`src/pid_regs.svh`:
```
`ifndef PID_REGS_SVH
`define PID_REGS_SVH
// register offsets on the plain register port
`define PID_OFF_PEND 8'h00
`define PID_OFF_MASK 8'h04
`define PID_OFF_SHMASK 8'h08
`define PID_OFF_SEL 8'h0c
`define PID_OFF_EOS 8'h10
`define PID_OFF_SWORD 8'h14
`define PID_OFF_WSEL 8'h18
`define PID_OFF_STAT 8'h1c
// status word enable bits
`define PID_SW_IRQ_EN_BIT 1
`define PID_SW_SRV_EN_BIT 2
// sources and ranks
`define PID_NMI_SRC 15
`define PID_SHARED_SRC 13
`define PID_RANK_SRV_OFS 15
`define PID_RANK_NMI 5'd30
// vector words
`define PID_VEC_STD_LO 16'h2000
`define PID_VEC_STD_HI 16'h2030
`define PID_VEC_SRV 16'h2040
`define PID_VEC_NMI 16'h203e
`define PID_VEC_TRAP 16'h2010
`define PID_VEC_UNIMP 16'h2012
// call timing in state times, one state time per clock here
`define PID_CLK_NS 4
`define PID_STATE_NS 4
`define PID_CALL_STATES 11
`define PID_EXT_STATES 2
`define PID_CALL_CYC ((`PID_CALL_STATES*`PID_STATE_NS+`PID_CLK_NS-1)/`PID_CLK_NS)
`define PID_EXT_CYC ((`PID_EXT_STATES*`PID_STATE_NS+`PID_CLK_NS-1)/`PID_CLK_NS)
// reset values
`define PID_RST_PEND 16'h0000
`define PID_RST_MASK 16'h0000
`define PID_RST_SWORD 16'h0000
`define PID_RST_SEL 15'h0000
`define PID_RST_WSEL 8'h00
`endif

```
`src/pid_pkg.sv`:
```
package pid_pkg;
  typedef enum logic [1:0] {
    PID_KIND_NONE,
    PID_KIND_STD,
    PID_KIND_SERVER,
    PID_KIND_SPECIAL
  } pid_kind_t;
  // one dispatch: what kind, which source, its rank and vector word
  typedef struct packed {
    pid_kind_t kind;
    logic eos;
    logic [3:0] src;
    logic [4:0] rank;
    logic [15:0] vector;
  } pid_disp_t;
  // context stacked by push-all and restored by pop-all
  typedef struct packed {
    logic [15:0] sword;
    logic [15:0] mask;
    logic [7:0] wsel;
  } pid_frame_t;
  typedef enum {PID_IDLE, PID_CALL} pid_state_t;
endpackage

```
`src/pid_dispatch.sv`:
```
// The register addresses and the plain strobed port are this design's own decisions.
`timescale 1ns/1ps
`include "pid_regs.svh"
module pid_dispatch #(
  parameter bit LARGE_VARIANT = 1'b1 // sources 10..12 fitted
) (
  input wire logic ref_clk_in, // core state clock
  input wire logic nrst_in, // async reset, active low
  input wire logic [7:0] reg_addr_in, // register address
  input wire logic [15:0] reg_wdata_in, // write data
  input wire logic reg_wr_in, // write strobe
  input wire logic reg_rd_in, // read strobe
  output logic [15:0] reg_rdata_out, // read data, next cycle
  input wire logic [14:0] src_event_in, // per-source event pulses
  input wire logic [3:0] shared_evt_in, // shared peripheral events
  input wire logic nmi_pin_in, // nonmaskable pin, async
  input wire logic instr_done_in, // instruction completes
  input wire logic push_all_op_in, // push-all completes
  input wire logic pop_all_op_in, // pop-all completes
  input wire logic enable_irq_op_in, // enable-irq completes
  input wire logic disable_irq_op_in, // disable-irq completes
  input wire logic enable_server_op_in, // enable-server completes
  input wire logic disable_server_op_in, // disable-server completes
  input wire logic unimpl_op_in, // unimplemented opcode seen
  input wire logic trap_op_in, // trap instruction seen
  input wire logic ext_stack_in, // stack is external
  input wire pid_pkg::pid_frame_t pop_frame_in, // frame popped
  input wire logic server_end_in, // server run finished
  input wire logic [3:0] server_end_src_in, // its source
  output pid_pkg::pid_disp_t disp_out, // dispatch descriptor
  output logic disp_valid_out, // dispatch pulse
  output logic push_pc_out, // push pc, load vector
  output pid_pkg::pid_frame_t push_frame_out, // frame to stack
  output logic push_frame_valid_out, // frame pulse
  output logic inhibit_out // calls blocked
);
  localparam int CALL_CYC = `PID_CALL_CYC;
  localparam int CALL_EXT_CYC = `PID_CALL_CYC + `PID_EXT_CYC;
  localparam int IE = `PID_SW_IRQ_EN_BIT;
  localparam int SE = `PID_SW_SRV_EN_BIT;

  pid_pkg::pid_state_t state_q;
  pid_pkg::pid_disp_t disp_q;
  pid_pkg::pid_disp_t win;
  pid_pkg::pid_disp_t special_disp;
  pid_pkg::pid_frame_t push_frame_q;
  logic [3:0] cnt_q;
  logic disp_valid_q;
  logic push_pc_q;
  logic push_frame_valid_q;
  logic inhibit_q;
  logic [15:0] rdata_q;
  logic [15:0] pend_q;
  logic [15:0] core_mask_q;
  logic [15:0] program_status_word_q;
  logic [14:0] service_select_q;
  logic [14:0] eos_req_q;
  logic [3:0] shared_source_mask_q;
  logic [7:0] window_select_q;
  logic nmi_s1_q;
  logic nmi_s2_q;
  logic nmi_s3_q;
  logic [14:0] present;
  logic [14:0] evt;
  logic [14:0] srv_req;
  logic [14:0] std_req;
  logic win_v;
  logic prot_op;
  logic special_now;
  logic take_now;
  logic nmi_edge;
  logic [15:0] pend_clr;
  logic [14:0] eos_clr;
  logic [14:0] eos_set;
  logic wr_pend;
  logic wr_mask;
  logic wr_shmask;
  logic wr_sel;
  logic wr_eos;
  logic wr_sword;
  logic wr_wsel;

  // standard vector word of a maskable source
  function automatic logic [15:0] std_vec(input logic [3:0] s);
    std_vec = (s[3] ? `PID_VEC_STD_HI : `PID_VEC_STD_LO) + {12'h000, s[2:0], 1'b0};
  endfunction

  // write strobes per register
  assign wr_pend = reg_wr_in && (reg_addr_in == `PID_OFF_PEND);
  assign wr_mask = reg_wr_in && (reg_addr_in == `PID_OFF_MASK);
  assign wr_shmask = reg_wr_in && (reg_addr_in == `PID_OFF_SHMASK);
  assign wr_sel = reg_wr_in && (reg_addr_in == `PID_OFF_SEL);
  assign wr_eos = reg_wr_in && (reg_addr_in == `PID_OFF_EOS);
  assign wr_sword = reg_wr_in && (reg_addr_in == `PID_OFF_SWORD);
  assign wr_wsel = reg_wr_in && (reg_addr_in == `PID_OFF_WSEL);

  // nmi pin synchroniser and rising edge detect
  always_ff @(posedge ref_clk_in or negedge nrst_in) begin
    if (!nrst_in) begin
      nmi_s1_q <= 1'b0;
      nmi_s2_q <= 1'b0;
      nmi_s3_q <= 1'b0;
    end else begin
      nmi_s1_q <= nmi_pin_in;
      nmi_s2_q <= nmi_s1_q;
      nmi_s3_q <= nmi_s2_q;
    end
  end
  assign nmi_edge = nmi_s2_q & ~nmi_s3_q;

  // per-source presence, events and eligibility
  for (genvar g = 0; g < 15; g++) begin : g_src
    localparam bit FITTED = LARGE_VARIANT || (g < 10) || (g > 12);
    assign present[g] = FITTED;
    if (g == `PID_SHARED_SRC) begin : g_shared
      assign evt[g] = FITTED & (|(shared_evt_in & shared_source_mask_q));
    end else begin : g_plain
      assign evt[g] = FITTED & src_event_in[g];
    end
    assign srv_req[g] = pend_q[g] & core_mask_q[g] & service_select_q[g]
                        & program_status_word_q[SE];
    assign std_req[g] = ((pend_q[g] & ~service_select_q[g]) | eos_req_q[g])
                        & core_mask_q[g] & program_status_word_q[IE];
  end

  // priority encoder, later loop hits outrank earlier ones
  always_comb begin
    win = '0;
    win_v = 1'b0;
    for (int i = 0; i < 15; i++) begin
      if (std_req[i]) begin
        win_v = 1'b1;
        win.kind = pid_pkg::PID_KIND_STD;
        win.src = 4'(i);
        win.rank = 5'(i);
        win.eos = eos_req_q[i];
        win.vector = std_vec(4'(i));
      end
    end
    for (int i = 0; i < 15; i++) begin
      if (srv_req[i]) begin
        win_v = 1'b1;
        win.kind = pid_pkg::PID_KIND_SERVER;
        win.src = 4'(i);
        win.rank = 5'(i + `PID_RANK_SRV_OFS);
        win.eos = 1'b0;
        win.vector = `PID_VEC_SRV + {11'h000, 4'(i), 1'b0};
      end
    end
    if (pend_q[`PID_NMI_SRC]) begin
      win_v = 1'b1;
      win.kind = pid_pkg::PID_KIND_STD;
      win.src = 4'(`PID_NMI_SRC);
      win.rank = `PID_RANK_NMI;
      win.eos = 1'b0;
      win.vector = `PID_VEC_NMI;
    end
  end

  // special interrupts skip the encoder entirely
  always_comb begin
    special_disp = '0;
    special_disp.kind = pid_pkg::PID_KIND_SPECIAL;
    special_disp.vector = unimpl_op_in ? `PID_VEC_UNIMP : `PID_VEC_TRAP;
  end

  // take decision at instruction boundaries
  assign prot_op = instr_done_in & (push_all_op_in | pop_all_op_in | enable_irq_op_in
                   | disable_irq_op_in | enable_server_op_in | disable_server_op_in);
  assign special_now = (state_q == pid_pkg::PID_IDLE) & (unimpl_op_in | trap_op_in);
  assign take_now = (state_q == pid_pkg::PID_IDLE) & instr_done_in & ~inhibit_q
                    & ~prot_op & ~special_now & win_v;

  // clear masks from acknowledge and server completion
  assign pend_clr = (take_now && !win.eos) ? (16'h0001 << win.src) : 16'h0000;
  assign eos_clr = (take_now && win.eos) ? (15'h0001 << win.src) : 15'h0000;
  assign eos_set = server_end_in ? ((15'h0001 << server_end_src_in) & present) : 15'h0000;

  // dispatch sequencer and call timing
  always_ff @(posedge ref_clk_in or negedge nrst_in) begin
    if (!nrst_in) begin
      state_q <= pid_pkg::PID_IDLE;
      cnt_q <= 4'h0;
      disp_q <= '0;
      disp_valid_q <= 1'b0;
      push_pc_q <= 1'b0;
    end else begin
      disp_valid_q <= 1'b0;
      push_pc_q <= 1'b0;
      case (state_q)
        pid_pkg::PID_IDLE: begin
          if (special_now) begin
            disp_q <= special_disp;
            state_q <= pid_pkg::PID_CALL;
            cnt_q <= ext_stack_in ? 4'(CALL_EXT_CYC - 2) : 4'(CALL_CYC - 2);
          end else if (take_now) begin
            disp_q <= win;
            if (win.kind == pid_pkg::PID_KIND_SERVER) begin
              disp_valid_q <= 1'b1;
            end else begin
              state_q <= pid_pkg::PID_CALL;
              cnt_q <= ext_stack_in ? 4'(CALL_EXT_CYC - 2) : 4'(CALL_CYC - 2);
            end
          end
        end
        pid_pkg::PID_CALL: begin
          if (cnt_q == 4'h0) begin
            disp_valid_q <= 1'b1;
            push_pc_q <= 1'b1;
            state_q <= pid_pkg::PID_IDLE;
          end else begin
            cnt_q <= cnt_q - 4'h1;
          end
        end
        default: begin
          state_q <= pid_pkg::PID_IDLE;
        end
      endcase
    end
  end

  // call inhibit window, set wins over clear
  always_ff @(posedge ref_clk_in or negedge nrst_in) begin
    if (!nrst_in) begin
      inhibit_q <= 1'b0;
    end else if (take_now || special_now || prot_op) begin
      inhibit_q <= 1'b1;
    end else if (instr_done_in && state_q == pid_pkg::PID_IDLE) begin
      inhibit_q <= 1'b0;
    end
  end

  // pending flags, events win over clears
  always_ff @(posedge ref_clk_in or negedge nrst_in) begin
    if (!nrst_in) begin
      pend_q <= `PID_RST_PEND;
    end else begin
      pend_q <= ((wr_pend ? (reg_wdata_in & {1'b1, present}) : pend_q) & ~pend_clr)
                | {nmi_edge, evt};
    end
  end

  // end-of-service requests and service select
  always_ff @(posedge ref_clk_in or negedge nrst_in) begin
    if (!nrst_in) begin
      eos_req_q <= `PID_RST_SEL;
      service_select_q <= `PID_RST_SEL;
    end else begin
      eos_req_q <= ((wr_eos ? (reg_wdata_in[14:0] & present) : eos_req_q) & ~eos_clr)
                   | eos_set;
      service_select_q <= (wr_sel ? (reg_wdata_in[14:0] & present) : service_select_q)
                          & ~eos_set;
    end
  end

  // core masks, shared mask and window select
  always_ff @(posedge ref_clk_in or negedge nrst_in) begin
    if (!nrst_in) begin
      core_mask_q <= `PID_RST_MASK;
      shared_source_mask_q <= 4'h0;
      window_select_q <= `PID_RST_WSEL;
    end else begin
      if (wr_shmask) begin
        shared_source_mask_q <= reg_wdata_in[3:0];
      end
      if (pop_all_op_in && instr_done_in) begin
        core_mask_q <= pop_frame_in.mask & {1'b1, present};
        window_select_q <= pop_frame_in.wsel;
      end else if (push_all_op_in && instr_done_in) begin
        core_mask_q <= `PID_RST_MASK;
      end else begin
        if (wr_mask) begin
          core_mask_q <= reg_wdata_in & {1'b1, present};
        end
        if (wr_wsel) begin
          window_select_q <= reg_wdata_in[7:0];
        end
      end
    end
  end

  // status word with enable ops
  always_ff @(posedge ref_clk_in or negedge nrst_in) begin
    if (!nrst_in) begin
      program_status_word_q <= `PID_RST_SWORD;
    end else if (pop_all_op_in && instr_done_in) begin
      program_status_word_q <= pop_frame_in.sword;
    end else if (push_all_op_in && instr_done_in) begin
      program_status_word_q <= `PID_RST_SWORD;
    end else begin
      if (wr_sword) begin
        program_status_word_q <= reg_wdata_in;
      end
      if (enable_irq_op_in && instr_done_in) begin
        program_status_word_q[IE] <= 1'b1;
      end
      if (disable_irq_op_in && instr_done_in) begin
        program_status_word_q[IE] <= 1'b0;
      end
      if (enable_server_op_in && instr_done_in) begin
        program_status_word_q[SE] <= 1'b1;
      end
      if (disable_server_op_in && instr_done_in) begin
        program_status_word_q[SE] <= 1'b0;
      end
    end
  end

  // push-all frame out to the stack
  always_ff @(posedge ref_clk_in or negedge nrst_in) begin
    if (!nrst_in) begin
      push_frame_q <= '0;
      push_frame_valid_q <= 1'b0;
    end else begin
      push_frame_valid_q <= push_all_op_in & instr_done_in;
      if (push_all_op_in && instr_done_in) begin
        push_frame_q <= {program_status_word_q, core_mask_q, window_select_q};
      end
    end
  end

  // registered read mux
  always_ff @(posedge ref_clk_in or negedge nrst_in) begin
    if (!nrst_in) begin
      rdata_q <= 16'h0000;
    end else if (!reg_rd_in) begin
      rdata_q <= 16'h0000;
    end else if (reg_addr_in == `PID_OFF_PEND) begin
      rdata_q <= pend_q;
    end else if (reg_addr_in == `PID_OFF_MASK) begin
      rdata_q <= core_mask_q;
    end else if (reg_addr_in == `PID_OFF_SHMASK) begin
      rdata_q <= {12'h000, shared_source_mask_q};
    end else if (reg_addr_in == `PID_OFF_SEL) begin
      rdata_q <= {1'b0, service_select_q};
    end else if (reg_addr_in == `PID_OFF_EOS) begin
      rdata_q <= {1'b0, eos_req_q};
    end else if (reg_addr_in == `PID_OFF_SWORD) begin
      rdata_q <= program_status_word_q;
    end else if (reg_addr_in == `PID_OFF_WSEL) begin
      rdata_q <= {8'h00, window_select_q};
    end else if (reg_addr_in == `PID_OFF_STAT) begin
      rdata_q <= {9'h000, state_q == pid_pkg::PID_CALL, inhibit_q, win.rank};
    end else begin
      rdata_q <= 16'h0000;
    end
  end

  // outputs straight from flops
  assign reg_rdata_out = rdata_q;
  assign disp_out = disp_q;
  assign disp_valid_out = disp_valid_q;
  assign push_pc_out = push_pc_q;
  assign push_frame_out = push_frame_q;
  assign push_frame_valid_out = push_frame_valid_q;
  assign inhibit_out = inhibit_q;
endmodule // pid_dispatch

```
`config.mk`:
```
export PLATFORM = sky130hd
export DESIGN_NAME = pid_dispatch
export DESIGN_NICKNAME = d
export VERILOG_FILES = /design/src/pid_pkg.sv /design/src/pid_dispatch.sv
export VERILOG_INCLUDE_DIRS = /design/src /design/src/src
export SDC_FILE = /design/constraint.sdc
export NUM_CORES = 1
export LEC_CHECK = 0
export BUFFER_PORTS_ARGS = -buffer_cell sky130_fd_sc_hd__buf_2
export CORE_MARGIN = 4
export CORE_UTILIZATION = 40
export CTS_CLUSTER_DIAMETER = 30
export DETAILED_ROUTE_END_ITERATION = 12
export PLACE_DENSITY = 0.64
export SETUP_SLACK_MARGIN = 0.2
export SLEW_MARGIN = 40
export SYNTH_ARGS = -nofsm -noshare
export SYNTH_HDL_FRONTEND = slang
export SYNTH_SLANG_ARGS = --single-unit
```
`constraint.sdc`:
```
create_clock -name ref_clk_in -period 2.47 [get_ports ref_clk_in]
set_clock_uncertainty 0.05 [all_clocks]
set_input_delay 0.1235 -clock ref_clk_in [delete_from_list [all_inputs] [get_ports ref_clk_in]]
set_output_delay 0.1235 -clock ref_clk_in [all_outputs]
set_load 0.005 [all_outputs]
```
==> impl_metrics.csv <==
group,metric,value,unit
drt,ant_nets,0,
global_route,use_met1,37.18,%
run_status,violations,"negative setup slack",
drt,vias,9972,
global_route,met2_usage,48.03,%
min_path,hp-start,"pop_frame_in[8]",
critical_path,critPathKind,"flip-flop to flip-flop",
min_path,whs_endpoint,"core_mask_q[0]",
synthesis,yosys_register_bits,175,
placed_design,gp_congestion,1.026,
placed_design,dp_cells,1562,
cts,tritoncts,"yes",
die,initial_core_util,41.19,%
min_path,whs_path_depth,3,
drt,firstDrtPassIters,8,
drt,wl_per_cell,22.58,um
synthesis,syn_inst,961,
critical_path,path_max_fanout,17,
min_path,min_path_type,"input pin to flip-flop",
global_route,grt_util_all_layers,28.61,%
synthesis,netlist-cell-type-count,69,
finish,fin_util,60.72,%
critical_path,arrival,2.96,ns
pwr,power,8.551,mW
synthesis,synthArstFlopShare,100.0,%
drt,finalWirelength,38370,um
die,die_h,161.6,um
die,die_w,161.6,um
sta,worst_slack,-0.2277,ns
finish,antenna_cells,0,
critical_path,end_kind,"flip-flop",
sta,slew_headroom,52.11,%
pwr,power.leakage,6.671,nW
cts,cts_root_buffer,"clkbuf_16",
synthesis,seq_area_frac_synth,46.39,%
cts,cts-buffers-inserted,17,
sta,drv_slew,0,
synthesis,netlist_area,9439,sq um
cts,htree_num_levels,4,
sta,hold_ws,0.005906,ns
synthesis,synth.avg_cell_area,9.822,sq um
finish,stdcell_count,1699,
sta,period_share,109.2,%
global_route,grt.overflow.total,0,
sta,rsz0062_at_grt,"true",
global_route,grtUsageMet3,4.389,%
synthesis,synth_edf_count,0,
sta,setup-tns-final,-3.415,ns
cts,clock_latency,0.43,ns
die,ios,191,
drt,drtIter0Drc,1107,
placed_design,port_buffers,180,
cts,clkSlewWorstSetupHoldPaths,0.07,ns
placed_design,dpl_cell_area,11860,sq um
critical_path,reg2reg_to,"eos_req_q[3]",
critical_path,r2r_slack,-0.23,ns
sta,period_needed,2.698,ns
pwr,pwr_density_cell,614.6,nW/um^2
sta,finalSetupViolCount,35,
cts,cts_buffer_depth,2,
finish,drive_above_1_share,40.62,%
drt,drc,0,
run_status,status,"complete, but fails checks",
placed_design,place_ws,-0.1962,ns
synthesis,ys_dominant_reg_cell,"dfrtp_1",
global_route,grt_pass1_vias,9938,
sta,hold_viol_final,0,
pwr,peakVddDrop,0.4268,mV
global_route,grt_first_pass_wirelength,57930,um
critical_path,r2r_cells,8,
sta,worstMarginPinSlew,0.7156,ns
die,placementRows,55,
drt,via_per_inst,5.869,
cts,cts_sinks,175,
synthesis,yosys.area.top_type_share,46.39,%
synthesis,yosysWarnings,0,
critical_path,crit_required,2.73,ns
job,max_cap_viol_count,0,
global_route,grt_max_degree,63,
finish,syn_to_final_growth,47.42,%
synthesis,yosysTopAreaCell,"dfrtp_1",
die,dieArea,26120,sq um
global_route,antenna_found_initial,0,
critical_path,r2r_start,"program_status_word_q[2]",
placed_design,dp_hpwl,27730,um
critical_path,crit_path_start_kind,"flip-flop",
die,coreArea,22920,sq um
finish,final_nets,1480,
sta,fmax,370.7,MHz
finish,final_area,13910,sq um
global_route,top_usage_layer,"met2",
synthesis,synth_top_cells_by_area,"dfrtp_1, mux2_2, mux2i_1",
power by group:
group / internal (mW) / leakage, nW / total [mW] / switching [mW]
Combinational: 1.19 / 4.28 / 2.42 / 1.23
Sequential: 3.25 / 2.14 / 3.53 / 0.279
Clock: 1.39 / 0.254 / 2.61 / 1.21
Total: 5.83 / 6.67 / 8.55 / 2.73
worst max path at each step:
stage                     slack, ns  depth (start not counted)                startpoint            to
after global placement        -0.13                          9  program_status_word_q[1]     pend_q[4]
after global routing          -0.24                         11  program_status_word_q[2]  eos_req_q[6]
final                         -0.23                          8  program_status_word_q[2]  eos_req_q[3]
after floorplan               0.007                          7                state_q[0]  eos_req_q[3]
after CTS                     -0.13                          8  program_status_word_q[2]  eos_req_q[3]
after detailed placement      -0.20                          8                pend_q[10]     pend_q[4]
worst max-delay path, cell delays in order, from the launching register on:
cell and delay, ns:
dfrtp_1 0.41, buf_12 0.17, nand4_1 0.16, nand4_1 0.20
or4_4 0.56, a2111o_1 0.41, or2_4 0.28, nor4b_4 0.24
o21ai_1 0.09
routing by layer:
layer  routed length (um)  vias to the layer above
met5                    0                        -
met4                 1667                        0
met3                 2544                      100
met2                18680                      519
met1                15480                     4910
li1                     -                     4443
logic make-up (layout without fill, tap and decap cells):
family | Yosys count | in the layout | synth area share [%]
AND/OR/NAND/NOR | 316 | 316 | 17.59
AO/OA/AOI/OAI | 293 | 293 | 20.67
flip-flops | 175 | 175 | 46.39
multiplexers | 98 | 98 | 11.40
buffers and inverters | 76 | 493 | 3.645
adder cells (fa/ha/maj) | 2 | 2 | 0.2651
other | 1 | 9 | 0.03973
cells in the final DEF (no fill, tap or decap), types with 35 or more instances in the layout:
cell / n
nand2_1: 104
dlygate4sd3_1: 63
a22oi_1: 44
a21oi_1: 35
mux2i_1: 48
mux2_2: 46
buf_4: 183
buf_2: 180
o21ai_0: 52
dfrtp_1: 174
registers in the layout (all words and copies together) (netlist names), 4 cells and up:
| name | flops |
|---|---|
| disp_out | 17 |
| program_status_word_q | 16 |
| reg_rdata_out | 16 |
| core_mask_q | 16 |
| cnt_q | 4 |
| shared_source_mask_q | 4 |
| pend_q | 16 |
| eos_req_q | 15 |
| service_select_q | 15 |
| window_select_q | 8 |
| push_frame_out | 40 |
cells in the mapped netlist (11+ instances only):
cell type / number
nand3_1: 21
o21ai_1: 12
mux2i_1: 49
nand2b_1: 11
inv_1: 12
o21ai_0: 60
nor2_1: 38
clkbuf_1: 41
and3_1: 23
a22oi_1: 44
a31oi_1: 19
mux2_2: 46
nand2_1: 109
nor2b_1: 23
o211ai_1: 17
o22ai_1: 12
a21boi_0: 11
nor3_1: 13
a211oi_1: 19
nor4_1: 13
a21oi_1: 42
nand4_1: 25
buf_4: 11
dfrtp_1: 175
area by class of cell:
type	instances	area, sq um
fillers	1946	9001
multi-input cells	718	5291
flip-flops and latches	175	4380
repair buffers	451	3262
clock buffers	19	432.9
well taps	313	391.6
clock inverters	11	111.4
inverters	12	45.04
what timing repair did:
| action | CTS | global route |
|---|---|---|
| resized for setup | 63 | 53 |
| endpoints found under the setup margin | 57 | 59 |
| endpoints found under the hold margin | 106 | 0 |
| cloned | 3 | 1 |
| pin swaps | 24 | 34 |
| hold buffers | 63 | 0 |
| setup buffers | 22 | 18 |
No activity file was read; power rests on OpenSTA's default activity.
